$ cat src/rtl/ppom_pkg.sv
// package of constants for the port pin override mux
// assumes one io clock and an active-high asynchronous reset
`default_nettype none
package ppom_pkg;
  // ---------------------------------------------------------------
  // geometry and register map
  // ---------------------------------------------------------------
  localparam int          PPOM_PINS        = 4;
  localparam logic [7:0]  PPOM_ADR_DIR     = 8'h00;
  localparam logic [7:0]  PPOM_ADR_LATCH   = 8'h04;
  localparam logic [7:0]  PPOM_ADR_INPUT   = 8'h08;
  localparam logic [7:0]  PPOM_ADR_CTRL    = 8'h0c;
  localparam logic [7:0]  PPOM_ADR_STATUS  = 8'h10;
  localparam int          PPOM_CTRL_PUOFF  = 0;
  localparam int          PPOM_CTRL_SLEEP  = 1;
  localparam logic [3:0]  PPOM_DIR_RST     = 4'h0;
  localparam logic [3:0]  PPOM_LATCH_RST   = 4'h0;
  localparam logic [1:0]  PPOM_CTRL_RST    = 2'h0;
  // without pull-up override, pull-up is on only for {dir, latch, global off} equal to this
  localparam logic [2:0]  PPOM_PU_CODE     = 3'b010;
  // pin change source numbers carried by port a bits 0..3
  localparam int          PPOM_PCSRC_BASE  = 24;
endpackage : ppom_pkg
`default_nettype wire

$ cat src/rtl/ppom_mux.sv
// port a pin logic: registers, override muxing, pad drive and pull-ups
// assumes peripherals drive override enables/values synchronous to CLK;
// the pad wire is resolved outside from PAD_OUT and PAD_OE
//
// What this block does
// - pull-up override enable makes pull-up follow value
// - otherwise pull-up on when dir,latch,off = 010
// - direction override enable selects override driver enable
// - otherwise driver enable comes from direction bit
// - value override drives override value when enabled
// - otherwise driven value comes from output latch
// - toggle override inverts the output latch
// - input-enable override sets digital input enable
// - otherwise sleep clamps input, normal mode passes
// - raw input taken before synchronizer, users synchronise
// - analog path goes straight to pad, both ways
// - strobes per port, clock/sleep/pull-off shared, rest per pin
// - bit 3 feeds source 27, bit 2 source 26
// - bit 1 is analog channel 7, source 25
// - bit 0 is analog channel 6, source 24
// - writing one to input bit toggles latch
// - output latch one drives high, zero low
//
// Design decisions made here: the placing of the registers and the Wishbone interface to the registers.
`default_nettype none
module ppom_mux
  import ppom_pkg::*;
(
  input  wire  logic                 CLK,
  input  wire  logic                 RST,
  // classic wishbone slave
  input  wire  logic                 WB_CYC_I,
  input  wire  logic                 WB_STB_I,
  input  wire  logic                 WB_WE_I,
  input  wire  logic [7:0]           WB_ADR_I,
  input  wire  logic [3:0]           WB_SEL_I,
  input  wire  logic [31:0]          WB_DAT_I,
  output var   logic [31:0]          WB_DAT_O,
  output var   logic                 WB_ACK_O,
  // per-pin overrides from peripherals
  input  wire  logic [PPOM_PINS-1:0] PULLUP_OVERRIDE_EN,
  input  wire  logic [PPOM_PINS-1:0] PULLUP_OVERRIDE_VAL,
  input  wire  logic [PPOM_PINS-1:0] DIR_OVERRIDE_EN,
  input  wire  logic [PPOM_PINS-1:0] DIR_OVERRIDE_VAL,
  input  wire  logic [PPOM_PINS-1:0] VALUE_OVERRIDE_EN,
  input  wire  logic [PPOM_PINS-1:0] VALUE_OVERRIDE_VAL,
  input  wire  logic [PPOM_PINS-1:0] TOGGLE_OVERRIDE_EN,
  input  wire  logic [PPOM_PINS-1:0] INPUT_EN_OVERRIDE_EN,
  input  wire  logic [PPOM_PINS-1:0] INPUT_EN_OVERRIDE_VAL,
  // pad side
  input  wire  logic [PPOM_PINS-1:0] PAD_IN,
  output var   logic [PPOM_PINS-1:0] PAD_OUT,
  output var   logic [PPOM_PINS-1:0] PAD_OE,
  output var   logic [PPOM_PINS-1:0] PAD_PULLUP,
  output var   logic [PPOM_PINS-1:0] PAD_INPUT_EN,
  // analog pass-through, both ways, pad resolves the wire
  input  wire  logic                 ANALOG_CHANNEL_7_IN,
  input  wire  logic                 ANALOG_CHANNEL_6_IN,
  output var   logic                 ANALOG_CHANNEL_7,
  output var   logic                 ANALOG_CHANNEL_6,
  // alternate raw inputs, unsynchronised
  output var   logic [PPOM_PINS-1:0] ALT_RAW_INPUT,
  output var   logic                 PIN_CHANGE_SRC_27,
  output var   logic                 PIN_CHANGE_SRC_26,
  output var   logic                 PIN_CHANGE_SRC_25,
  output var   logic                 PIN_CHANGE_SRC_24,
  output var   logic                 PORT_WRITE_STROBE,
  output var   logic                 PORT_READ_STROBE
);

  // ---------------------------------------------------------------
  // bus decode
  // ---------------------------------------------------------------
  logic [PPOM_PINS-1:0] pin_direction_bit_ff;
  logic [PPOM_PINS-1:0] pin_output_latch_ff;
  logic [1:0]           ctrl_ff;
  logic [PPOM_PINS-1:0] sync1_ff;
  logic [PPOM_PINS-1:0] pin_input_reg_ff;
  logic                 ack_ff;
  logic [31:0]          rdata_ff;

  wire req       = WB_CYC_I & WB_STB_I & ~ack_ff;
  wire wr        = req & WB_WE_I & WB_SEL_I[0];
  wire wr_dir    = wr & (WB_ADR_I == PPOM_ADR_DIR);
  wire wr_latch  = wr & (WB_ADR_I == PPOM_ADR_LATCH);
  wire wr_input  = wr & (WB_ADR_I == PPOM_ADR_INPUT);
  wire wr_ctrl   = wr & (WB_ADR_I == PPOM_ADR_CTRL);
  wire rd        = req & ~WB_WE_I;
  wire pullup_global_off = ctrl_ff[PPOM_CTRL_PUOFF];
  wire sleep_clamp       = ctrl_ff[PPOM_CTRL_SLEEP];

  // one strobe per port shared by all pins
  assign PORT_WRITE_STROBE = wr;
  assign PORT_READ_STROBE  = rd;

  logic [31:0] rmux;
  always_comb begin
    case (WB_ADR_I)
      PPOM_ADR_DIR:    rmux = {28'h0, pin_direction_bit_ff};
      PPOM_ADR_LATCH:  rmux = {28'h0, pin_output_latch_ff};
      PPOM_ADR_INPUT:  rmux = {28'h0, pin_input_reg_ff};
      PPOM_ADR_CTRL:   rmux = {30'h0, ctrl_ff};
      PPOM_ADR_STATUS: rmux = {28'h0, PAD_OE};
      default:         rmux = 32'h0;
    endcase
  end

  // ---------------------------------------------------------------
  // per-pin override logic
  // ---------------------------------------------------------------
  logic [PPOM_PINS-1:0] nxt_latch;
  logic [PPOM_PINS-1:0] nxt_dir;

  for (genvar i = 0; i < PPOM_PINS; i++) begin : g_pin
    wire pu_norm = ({pin_direction_bit_ff[i], pin_output_latch_ff[i], pullup_global_off}
                    == PPOM_PU_CODE);
    assign PAD_PULLUP[i] = PULLUP_OVERRIDE_EN[i] ? PULLUP_OVERRIDE_VAL[i] : pu_norm;
    assign PAD_OE[i] = DIR_OVERRIDE_EN[i] ? DIR_OVERRIDE_VAL[i]
                                          : pin_direction_bit_ff[i];
    // value only reaches the pad through the enable
    assign PAD_OUT[i] = PAD_OE[i] & (VALUE_OVERRIDE_EN[i] ? VALUE_OVERRIDE_VAL[i]
                                                           : pin_output_latch_ff[i]);
    assign PAD_INPUT_EN[i] = INPUT_EN_OVERRIDE_EN[i] ? INPUT_EN_OVERRIDE_VAL[i]
                                                     : ~sleep_clamp;
    // raw input after clamp, before synchroniser
    assign ALT_RAW_INPUT[i] = PAD_IN[i] & PAD_INPUT_EN[i];
    wire tog = TOGGLE_OVERRIDE_EN[i] | (wr_input & WB_DAT_I[i]);
    assign nxt_latch[i] = wr_latch ? (WB_DAT_I[i] ^ TOGGLE_OVERRIDE_EN[i])
                                   : (pin_output_latch_ff[i] ^ tog);
    assign nxt_dir[i] = wr_dir ? WB_DAT_I[i] : pin_direction_bit_ff[i];
  end

  // ---------------------------------------------------------------
  // port a alternate assignments
  // ---------------------------------------------------------------
  assign PIN_CHANGE_SRC_27 = ALT_RAW_INPUT[3];
  assign PIN_CHANGE_SRC_26 = ALT_RAW_INPUT[2];
  assign PIN_CHANGE_SRC_25 = ALT_RAW_INPUT[1];
  assign PIN_CHANGE_SRC_24 = ALT_RAW_INPUT[0];
  assign ANALOG_CHANNEL_7  = ANALOG_CHANNEL_7_IN;
  assign ANALOG_CHANNEL_6  = ANALOG_CHANNEL_6_IN;

  // ---------------------------------------------------------------
  // registers
  // ---------------------------------------------------------------
  always_ff @(posedge CLK or posedge RST) begin
    if (RST) begin
      pin_direction_bit_ff <= PPOM_DIR_RST;
      pin_output_latch_ff  <= PPOM_LATCH_RST;
      ctrl_ff              <= PPOM_CTRL_RST;
    end else begin
      pin_direction_bit_ff <= nxt_dir;
      pin_output_latch_ff  <= nxt_latch;
      if (wr_ctrl) begin
        ctrl_ff <= WB_DAT_I[1:0];
      end
    end
  end

  always_ff @(posedge CLK or posedge RST) begin
    if (RST) begin
      sync1_ff         <= '0;
      pin_input_reg_ff <= '0;
    end else begin
      sync1_ff         <= ALT_RAW_INPUT;
      pin_input_reg_ff <= sync1_ff;
    end
  end

  always_ff @(posedge CLK or posedge RST) begin
    if (RST) begin
      ack_ff   <= 1'b0;
      rdata_ff <= 32'h0;
    end else begin
      ack_ff   <= req;
      rdata_ff <= rd ? rmux : 32'h0;
    end
  end

  assign WB_ACK_O = ack_ff;
  assign WB_DAT_O = rdata_ff;

endmodule // ppom_mux
`default_nettype wire

$ cat config.mk
export PLATFORM = sky130hd
export DESIGN_NAME = ppom_mux
export DESIGN_NICKNAME = d
export VERILOG_FILES = /design/src/rtl/ppom_pkg.sv /design/src/rtl/ppom_mux.sv
export SDC_FILE = /design/constraint.sdc
export NUM_CORES = 1
export LEC_CHECK = 0
export BUFFER_PORTS_ARGS = -buffer_cell sky130_fd_sc_hd__buf_2
export CORE_UTILIZATION = 38
export CTS_CLUSTER_DIAMETER = 100
export DETAILED_ROUTE_END_ITERATION = 7
export PLACE_DENSITY = 0.82
export RECOVER_POWER = 25
export SLEW_MARGIN = 20
export SYNTH_ARGS = -nofsm -noshare
export SYNTH_HDL_FRONTEND = slang
export SYNTH_SLANG_ARGS = --single-unit
$ cat constraint.sdc
create_clock -name CLK -period 1.82 [get_ports CLK]
set_input_delay 0.182 -clock CLK [delete_from_list [all_inputs] [get_ports CLK]]
set_output_delay 0.182 -clock CLK [all_outputs]
set_load 0.005 [all_outputs]
* Word level (Yosys, flattened, before mapping)
Index checks and enable logic that the tools add are counted.
** Storage, ports and cells
- Register bits :: 51
- Bits in latches :: 0
- RAM bits :: 0
- Memory bits (read-only) :: 0
- Input port bits :: 91
- Output and inout port bits :: 61
- Memories kept :: 0
** Operators by class
- Add/subtract/negate cells :: 0
- $mul :: 0
- Div/mod/pow operators :: 0
- Order comparisons :: 0
- Equal/unequal tests :: 8
- Shift-type cells :: 0
- Mux-type cells :: 22
- Bitwise logic cells :: 36
- Reductions and logical operators :: 1
** Operator list (count)
- 32-bit two-way mux :: 1
- 1-bit AND :: 21
- 1-bit two-way mux :: 20
- 4-bit case mux with 5 select lines :: 1
- 8-bit by 4-bit equality test with 1-bit output (second input constant) :: 2
- 3-bit by 2-bit equality test with 1-bit output (second input constant) :: 4
- 8-bit by 3-bit equality test with 1-bit output (second input constant) :: 1
- 8-bit by 5-bit equality test with 1-bit output (second input constant) :: 1
- 8-bit zero test :: 1
- 1-bit bitwise XOR :: 8
- 1-bit OR :: 4
- 1-bit inverter :: 3

* Depth between registers and ports, before layout
Gate-level depths: netlist (run 1).
- Depth after elaboration :: 9
- Depth in mapped cells :: 6
- Gate-level depth less buffers :: 4

* Least setup slack after synthesis (run 1)
Ideal clock, no wire load.
- Path kind :: register -> register
- From :: register ack_ff (netlist: WB_ACK_O)
- To :: register ctrl_ff[0]
- Arrival time :: 1.406 ns
- Slack :: 0.288 ns
- Cell stages (with the launch flop) :: 6
- Buffers on the path :: 1
- Clock period less this slack :: 1.532 ns
- Path through :: dfrtp_1 nand3b_1 and4b_1 buf_6 and3_4 mux2_4
** On the way
- Word-level cells in the longest chain between the ends :: 5
** Ends and longest elaborated chain
- start: declaration :: RTL line ppom_mux.sv:79 : logic ack_ff;
- start signal: assignment :: RTL line ppom_mux.sv:175 : ack_ff <= req;
- 1-bit inverter :: RTL line ppom_mux.sv:82 : wire req = WB_CYC_I & WB_STB_I & ~ack_ff;
- 1-bit AND :: RTL line ppom_mux.sv:82
- 1-bit AND (2 in a row) :: RTL line ppom_mux.sv:83 : wire wr = req & WB_WE_I & WB_SEL_I[0];
- 1-bit AND :: RTL line ppom_mux.sv:87 : wire wr_ctrl = wr & (WB_ADR_I == PPOM_ADR_CTRL);
- end signal: assignment :: RTL line ppom_mux.sv:155 : ctrl_ff <= WB_DAT_I[1:0];
- end: declaration :: RTL line ppom_mux.sv:76 : logic [1:0] ctrl_ff;
No other way between the ends.
A chain may end at the register's enable or synchronous reset.

* Worst setup path after layout (run 1)
Ends and elaborated chain as after synthesis.

==> impl_results.md, run 1 <==
* Layout cells sized above 1 at 0.427
* Dpl ws at 0.137 ns
* Pint at 0.957 mW
* Relative slew slack at 0.627
* Predominant post-synthesis flop cell: dfrtp_1
* Worst Setup Path Type: reg -> reg
* Fin worst setup slack at 0.126 ns
* Clock latency on the worst-skew pair at ~0.26 ns
* Reg2reg start: WB_ACK_O
* Power per cell area at 669 mW/mm2
* Synth Warn # at 0
* RSZ-0062 raised after global routing: no
* Initial antenna violation count at 0
* Slew @ Worst Pin at 0.559 ns
* Clock tree from TritonCTS: yes
* Total wire length at approximately 3.8 mm
* Tot GR Track Use at 0.162
* Seq cells post-synth at 23
* Sw Ratio at 0.310
* Register area at roughly 580 um2
* Post-DP HPWL at 3.04 mm
* Diode count at 0
* Final period utilization at 0.931
* Starting DRC count in detailed routing at 49
* Vias at 1,532
* First-pass GRT wire length at 5.46 mm
* Sequential share of the synthesized area at 0.345
* Crit end category: flop
* Vias per inst at 4.83
* Clock transition at path regs at 0.08 ns
* Psw at 0.431 mW
* Final Hold Fails at 0
* Number of global-route vias before repair at 1,227
* Status: finished clean
* Synth Instances at 180
* Drc violations at 0
* Final setup vio count at 0
* Final-layout fill cell count at 393
* Hold path start: PAD_IN[2]
* Tmin final at 1.69 ns
* Top post-synthesis cells by area: dfrtp_1, buf_4, mux2_2
* EDFF count, synth at 0
* Final ANT Viol Nets at 0
* Distinct cells, synth at 35
* CORE AREA at 0.00412 mm2
* Seq pwr share at 0.464
* Total power at 1.39 mW
* Multi-input gate area at slightly below 900 um2
* Max cap viols at 0
* Clock sinks at 23
* Max Freq at 590 MHz
* Combinational power share at 0.312
* CP arrival at between 1.5 and 2 ns
* Synth Cell Area at 0.00167 mm2
* Die W at 68.3 um
* Row count at 23
* Drt pass-1 iters at 4
* CTS Root Cell: clkbuf_8
* Max IR drop VDD at 341 uV
* Leak pwr at approximately 1.1 nW
* Initial Utilization at 0.406
* Worst EP required at between 1.5 and 2 ns
* Post-CTS Setup Inserts at 0
* Nets at 359
* Die ar. at ~0.0047 mm2
* Worst Skew at 0.00148 ns
* WL/cell at 11.9 um
* Number of CTS-inserted buffers at 3
* Async set-reset flop share out of synthesis at 1.00
* GR Overflow Total at 0
* H-tree levels at 1
* Critical path launch point type: flop
* CP Launch Point: WB_ACK_O
* Die Y at just under 70 um
* Largest net degree at the start of global routing at 24
* Clock buffer depth at 2
* Worst min-delay path class: in -> reg
* # IOs at 152
* Input/output buffers at just under 90
* Synth Area per Inst at 9.27 um2
* Area growth syn-to-layout at 24.4%
* Critical Path Fanout Max at 7
* Gp weighted congestion at 0.746
* Post-synth top area cell: dfrtp_1
* Fin. max-slew vios at 0
* Post-synth top area share at 0.345
* Total Neg Setup Slack at 0 ns
* Clk pwr share at 0.224
-- repair_timing --
action | in CTS | in global routing
endpoints found under the hold margin | 23 | 0
hold buffers | 1 | 0
gates resized for setup | 0 | 0
-- per-layer routing --
layer	routed length, um	track usage	part of all wire
met2	1890	0.292	0.50
met1	1500	0.178	0.40
met5	0	0	0
met4	53	0.0651	0.014
met3	335	0.0417	0.089
-- registers in the layout (all words and copies together) (netlist names) --
signal	flops
pin_direction_bit_ff	4
WB_DAT_O	4
ctrl_ff	2
pin_input_reg_ff	4
pin_output_latch_ff	4
sync1_ff	4
WB_ACK_O	1
-- power by group through the flow --
stage | registers (mW) | clock network (mW) | logic, mW
5_1_grt | 0.651 | 0.344 | 0.490
6_report | 0.645 | 0.311 | 0.433
4_1_cts | 0.643 | 0.324 | 0.436
2_1_floorplan | 0.630 | 0 | 0.327
3_3_place_gp | 0.648 | 0 | 0.420
3_5_place_dp | 0.651 | 0 | 0.434
-- area by class of cell --
cell class,count,area share
clock buffers,4,0.0217
inverters,8,0.0145
multi-input cells,138,0.423
flip-flops and latches,23,0.277
well taps,50,0.0301
repair buffers,94,0.234
-- critical path, stage by stage (launching register included) --
cell and delay (ns):
dfrtp_1 0.38, nand3b_1 0.20, and4b_1 0.45, and3_4 0.26, mux2_4 0.29
-- cells in the final DEF (no fill, tap or decap), types with 4 or more instances in the layout --
| master | instances |
|---|---|
| conb_1 | 28 |
| nor2_1 | 10 |
| buf_2 | 88 |
| a21oi_1 | 7 |
| buf_4 | 4 |
| o221a_2 | 4 |
| inv_1 | 8 |
| xor2_1 | 4 |
| o41ai_1 | 4 |
| nand2_1 | 17 |
| and2_1 | 6 |
| xnor2_1 | 4 |
| o21ai_0 | 14 |
| dfrtp_1 | 23 |
| mux2_2 | 8 |
| a32o_1 | 4 |
-- synthesized netlist by cell type, types with 3 or more instances --
master,number
a32o_1,4
nor2_1,10
mux2_2,8
nand3_1,3
xor2_1,4
xnor2_1,4
nor2b_1,3
o41ai_1,4
a21oi_1,7
nand2_1,17
mux2i_1,3
o221a_2,4
and2_1,6
dfrtp_1,23
o21ai_0,14
buf_4,34
inv_1,8
-- worst paths after layout --
check	slack, ns	cells after the start	endpoint
setup / recovery	0.13	4	ctrl_ff[0]
hold / removal	0.16	2	sync1_ff[2]
min in group asynchronous	0.59	4	WB_DAT_O[2]
setup reg to reg	0.13	4	ctrl_ff[0]
hold reg to reg	0.35	0	pin_input_reg_ff[2]
max in group asynchronous	0.86	4	sync1_ff[1]
-- per-stage QoR --
step	instance area (um2)	utilization	instances	hold WS [ns]
after floorplan	1770	-	207	0.184
after detailed placement	2020	0.492	312	0.243
final	2080	0.505	317	0.160
after global routing	2080	0.505	317	0.164
after CTS	2080	0.505	317	0.156
after global placement	2020	0.492	312	0.239
-- cell families (layout without fill, tap and decap cells) --
family,count (synthesis),in the layout,share of synthesized area
flip-flops,23,23,0.345
XOR/XNOR,8,8,0.0420
multiplexers,15,15,0.117
buffers and inverters,46,106,0.190
AO/OA/AOI/OAI,38,38,0.157
other,1,28,0.00225
AND/OR/NAND/NOR,49,49,0.148
No activity file was read; power rests on OpenSTA's default activity.
==> inputs of run 2 (changes only) <==
Settings changed: RECOVER_POWER 25 to 100.
==> run 2 against run 1 <==
Against the previous run: maximum frequency is 0.81% lower; highest routed layer unchanged; clock-buffer cell count stayed put; setup slack got worse by 0.014 ns; power down 0.63%; sequential power barely moved; largest power group unchanged; clock power about the same; die area did not move; register-to-register slack about the same; critical endpoint is now ctrl_ff[1].
==> impl_results.md, run 2 (synthesis gave the netlist of run 1 again) <==
* Status: finished clean
* Most frequent cells in the layout: buf_2, conb_1, dfrtp_1, clkbuf_1, nand2_1
* Crit end category: flop
* Worst EP required at 1.97 ns
* Final setup vio count at 0
* Initial antenna violation count at 0
* # IOs at 152
* Final ANT Viol Nets at 0
* Critical Path Fanout Max at 7
* Slew @ Worst Pin at 0.559 ns
* Post-CTS Setup Inserts at 0
* Vias per inst at 4.81
* CTS Root Cell: clkbuf_8
* Input/output buffers at 88
* Nets at 359
* Area growth syn-to-layout at 22.6%
* Max IR drop VDD at 331 uV
* Total power at 1.38 mW
* Worst Setup Path Type: reg -> reg
* First-pass GRT wire length at 5.46 mm
* Max Freq at a little under 600 MHz
* Relative slew slack at 0.628
* Commonest non-fill, non-tap cell in the layout: buf_2
* Total wire length at 3.77 mm
* Number of CTS-inserted buffers at 3
* Fin worst setup slack at 0.112 ns
* Die ar. at 0.00466 mm2
* Row count at 23
* Diode count at 0
* Met2 global-route usage at 0.292
* Initial Utilization at 0.406
* Die Y at 68.3 um
* Final period utilization at 0.939
* Die W at around 68 um
* Clock sinks at 23
* Dpl ws at 0.137 ns
* Top Usage Layer GRT: met2
* Setup crit end: ctrl_ff[1]
* Starting DRC count in detailed routing at 41
* Hold path start: PAD_IN[2]
* Reg2reg start: WB_ACK_O
* Clock tree from TritonCTS: yes
* PostCTS Resize Cnt at 0
* Clock latency on the worst-skew pair at ~0.26 ns
* RSZ-0062 raised after global routing: no
* RR Endpoint: ctrl_ff[1]
* Gp weighted congestion at approximately 0.75
* Register-to-register setup slack at 0.11 ns
* Hold_ws at roughly 0.18 ns
* Largest net degree at the start of global routing at 24
* Clock transition at path regs at 0.08 ns
* Power per cell area at a little under 700 mW/mm2
* Vias at ~1,500
* Layout cells sized above 1 at 0.345
* Post-DP HPWL at about 3 mm
* Worst Skew at 0.00167 ns
* Worst min-delay path class: in -> reg
* Final Cell Area at 0.00205 mm2
* Clock buffer depth at 2
* CORE AREA at ~0.0041 mm2
* CP Launch Point: WB_ACK_O
* Tot GR Track Use at 0.162
* Total Neg Setup Slack at 0 ns
* Leak pwr at around 1.1 nW
* Critical path launch point type: flop
* Fin. max-slew vios at 0
* CP arrival at 1.86 ns
* Met1 Use GR at 0.178
* Drc violations at 0
* Max cap viols at 0
* Met3 usage at 0.0417
* GR Overflow Total at 0
* Drt pass-1 iters at 4
* Number of global-route vias before repair at approximately 1,200
* H-tree levels at 1
* Placed Area at just over 0.002 mm2
* Reg2reg path depth at 4
* Final-layout fill cell count at 406
* Final Hold Fails at 0
* WL/cell at 11.9 um
* Tmin final at between 1.5 and 2 ns
==> run 2: cell types whose count changed in the layout (fill, tap and decap cells not counted), moves of 2 or more <==
cell      delta
and2_0       +6
clkbuf_1    +19
buf_2       -23
mux2_2       -2
and2_1       -6
mux2_1       +3
clkbuf_2     +5
==> run 2: through the flow <==
stage,std cells,utilization
after global routing,317,0.497
after floorplan,207,-
final,317,0.497
after CTS,317,0.505
after detailed placement,312,0.492
after global placement,312,0.492
==> run 2: repair_timing <==
| action | 4_1_cts | 5_1_grt |
|---|---|---|
| hold buffers | 1 | 0 |
| endpoints found under the hold margin | 23 | 0 |
| endpoints found under the setup margin | 0 | 0 |
==> run 2: layout make-up <==
type / count / area [um2] / area share
multi-input cells: 138 / 875 / 0.427
inverters: 8 / 30.0 / 0.0147
repair buffers: 94 / 459 / 0.224
flip-flops and latches: 23 / 576 / 0.281
well taps: 50 / 62.6 / 0.0306
clock buffers: 4 / 45.0 / 0.0220
==> run 2: per-layer routing <==
layer | part of all wire | routed length, um
met3 | 0.10 | 384
met5 | 0 | 0
met4 | 0.016 | 62
met2 | 0.50 | 1890
met1 | 0.38 | 1440
==> run 2: worst min path at each step <==
stage                              to  slack [ns]  cells past startpoint
6_report                  sync1_ff[2]        0.18                      2
5_1_grt                   sync1_ff[2]        0.19                      2
4_1_cts                   sync1_ff[2]        0.16                      2
3_5_place_dp              WB_DAT_O[2]        0.24                      3
3_3_place_gp   pin_output_latch_ff[2]        0.24                      3
2_1_floorplan                WB_ACK_O        0.18                      1
==> run 2: worst max-delay path: stages, from the launching register on <==
cell	delay, ns
dfrtp_1	0.38
nand3b_1	0.20
and4b_1	0.44
and3_4	0.25
mux2_1	0.32
==> run 2: report_power, final <==
group / switching, mW / internal (mW) / total, mW
Sequential: 0.0806 / 0.564 / 0.644
Combinational: 0.196 / 0.227 / 0.423
Clock: 0.156 / 0.156 / 0.312
==> inputs of run 3 (changes only) <==
Settings changed: ABC_AREA set to 1, CORE_UTILIZATION 38 to 39.
==> run 3 against run 2 <==
Against the previous run: combinational power is 39% lower; area after synthesis up 5.9%; synthesized cell count rose by 37%; clock skew rose by 0.0085 ns; register-to-register slack improved by 0.32 ns; hold slack got worse by 0.030 ns; non-clock buffer count fell by 4; largest cell class unchanged; largest power group unchanged.
==> impl_results.md, run 3 <==
* Crit end category: output port
* Layout cells sized above 1 at 0.309
* Post-synth top area share at 0.326
* Final setup vio count at 0
* Nets at 425
* Final-layout fill cell count at 454
* Top post-synthesis cells by area: dfrtp_1, buf_4, nand2_1
* Multi-input gate area at 837 um2
* Dpl ws at about 0.53 ns
* Vias per inst at about 4.4
* Post-CTS Setup Inserts at 0
* Most frequent cells in the layout: buf_2, nand2_1, inv_1, conb_1, dfrtp_1
* Synth Warn # at 0
* Status: finished clean
* Critical Path Fanout Max at 6
* Most numerous cell in the Yosys netlist: nand2_1
* Clock transition at path regs at 0.09 ns
* # IOs at 152
* Worst path cell trace: o41ai_1, clkbuf_1
* Number of global-route vias before repair at 1,473
* Fin worst setup slack at roughly 0.3 ns
* CTS Root Cell: clkbuf_8
* Total wire length at around 3.8 mm
* Final period utilization at 0.839
* Hold_ws at 0.154 ns
* Cell family with most CP delay: flip-flops
* Critical path launch point type: flop
* Distinct cells, synth at 21
* Synth Cell Area at 0.00177 mm2
* Diode count at 0
* Async set-reset flop share out of synthesis at 1.00
* Total power at 1.12 mW
* Worst min-delay path class: in -> reg
* Number of CTS-inserted buffers at 3
* Commonest non-fill, non-tap cell in the layout: buf_2
* H-tree levels at 1
* Max Freq at 655 MHz
* Die W at 69.3 um
* Max IR drop VDD at 398 uV
* Drc violations at 0
* Tot GR Track Use at 0.157
* Final ANT Viol Nets at 0
* Final Hold Fails at 0
* CORE AREA at 0.00435 mm2
* Synth Instances at 246
* Buf/Inv on CP at 1
* Initial Utilization at 0.406
* Predominant post-synthesis flop cell: dfrtp_1
* Register area at 576 um2
* Max cap viols at 0
* Placed Area at 0.00213 mm2
* RSZ-0062 raised after global routing: no
* Vias at 1,708
* Fin. max-slew vios at 0
* Seq cells post-synth at 23
* WL/cell at 9.82 um
* Drt pass-1 iters at 5
* Top cells by count, synth: nand2_1, inv_1, buf_4, dfrtp_1, nor2_1
* Starting DRC count in detailed routing at 61
* Total Neg Setup Slack at 0 ns
* Worst Setup Path Type: reg -> out
* First-pass GRT wire length at 6.17 mm
* Gp weighted congestion at between 0.7 and 0.8
* Layout Utilization at 0.488
* Clock buffer depth at 2
* Post-synth top area cell: dfrtp_1
* Area growth syn-to-layout at 20.2%
* PostCTS Resize Cnt at 0
* Leak pwr at 1.28 nW
* Tmin final at ~1.5 ns
* Number of hold buffers added after cts at 1
* Synth Area per Inst at 7.19 um2
* Final Cell Area at 0.00213 mm2
* CP arrival at between 1 and 1.5 ns
* Clock latency on the worst-skew pair at 0.27 ns
* Initial antenna violation count at 0
* Power per cell area at about 530 mW/mm2
* Worst path max stage delay at around 0.47 ns
* GR Overflow Total at 0
* Largest net degree at the start of global routing at 24
* Input/output buffers at 88
* Row count at 24
* Sequential share of the synthesized area at 0.326
* CP max-delay cell: dfrtp_1
* EDFF count, synth at 0
* Post-DP HPWL at 3.15 mm
* Die ar. at 0.00481 mm2
* Worst Skew at ~0.01 ns
* Dpl cells at 380
* Relative slew slack at 0.613
* Clock tree from TritonCTS: yes
* Clock sinks at 23
* Die Y at 69.3 um
* Worst EP required at about 1.6 ns
* Final cell count without fillers at 385
* Slew @ Worst Pin at 0.581 ns
run 3: power by group:
group	switching, mW	internal [mW]	leakage [nW]
combinational	0.149	0.107	0.960
sequential	0.0131	0.537	0.296
clock	0.160	0.156	0.0228
total	0.323	0.801	1.28
run 3: cell families after synthesis:
kind of cell           Yosys count  share of synthesized area
other                            1                    0.00212
AND/OR/NAND/NOR                115                      0.333
AO/OA/AOI/OAI                   31                      0.105
flip-flops                      23                      0.326
buffers and inverters           76                      0.234
run 3: layout make-up:
cell class / count / share of cell area
Clock buffer: 4 / 0.0212
Inverter: 42 / 0.0747
Multi-Input combinational cell: 174 / 0.394
Sequential cell: 23 / 0.271
Tap cell: 52 / 0.0306
Timing Repair Buffer: 90 / 0.209
run 3: final timing paths:
path                              from                 endpoint  slack (ns)  depth (start not counted)
min                          PAD_IN[2]              sync1_ff[2]        0.15                          3
max reg2reg                   WB_ACK_O  pin_direction_bit_ff[2]        0.43                          6
max                         ctrl_ff[0]            PAD_PULLUP[0]        0.29                          2
min in group asynchronous          RST  pin_direction_bit_ff[3]        0.58                          4
max in group asynchronous          RST              sync1_ff[0]        0.85                          4
min reg2reg                sync1_ff[2]      pin_input_reg_ff[2]        0.35                          0
run 3: layer usage:
| layer | part of all wire | global-route usage | vias up |
|---|---|---|---|
| li1 | - | - | 872 |
| met2 | 0.51 | 0.284 | 79 |
| met1 | 0.40 | 0.187 | 753 |
| met5 | 0 | 0 | - |
| met3 | 0.085 | 0.0392 | 4 |
| met4 | 0.0050 | 0.0317 | 0 |
run 3: worst register-to-register path, delay by kind of cell (launching register included):
kind	cells	cell delay, ns
AO/OA/AOI/OAI	1	0.08
buffers and inverters	1	0.05
flip-flops	1	0.38
AND/OR/NAND/NOR	4	0.77
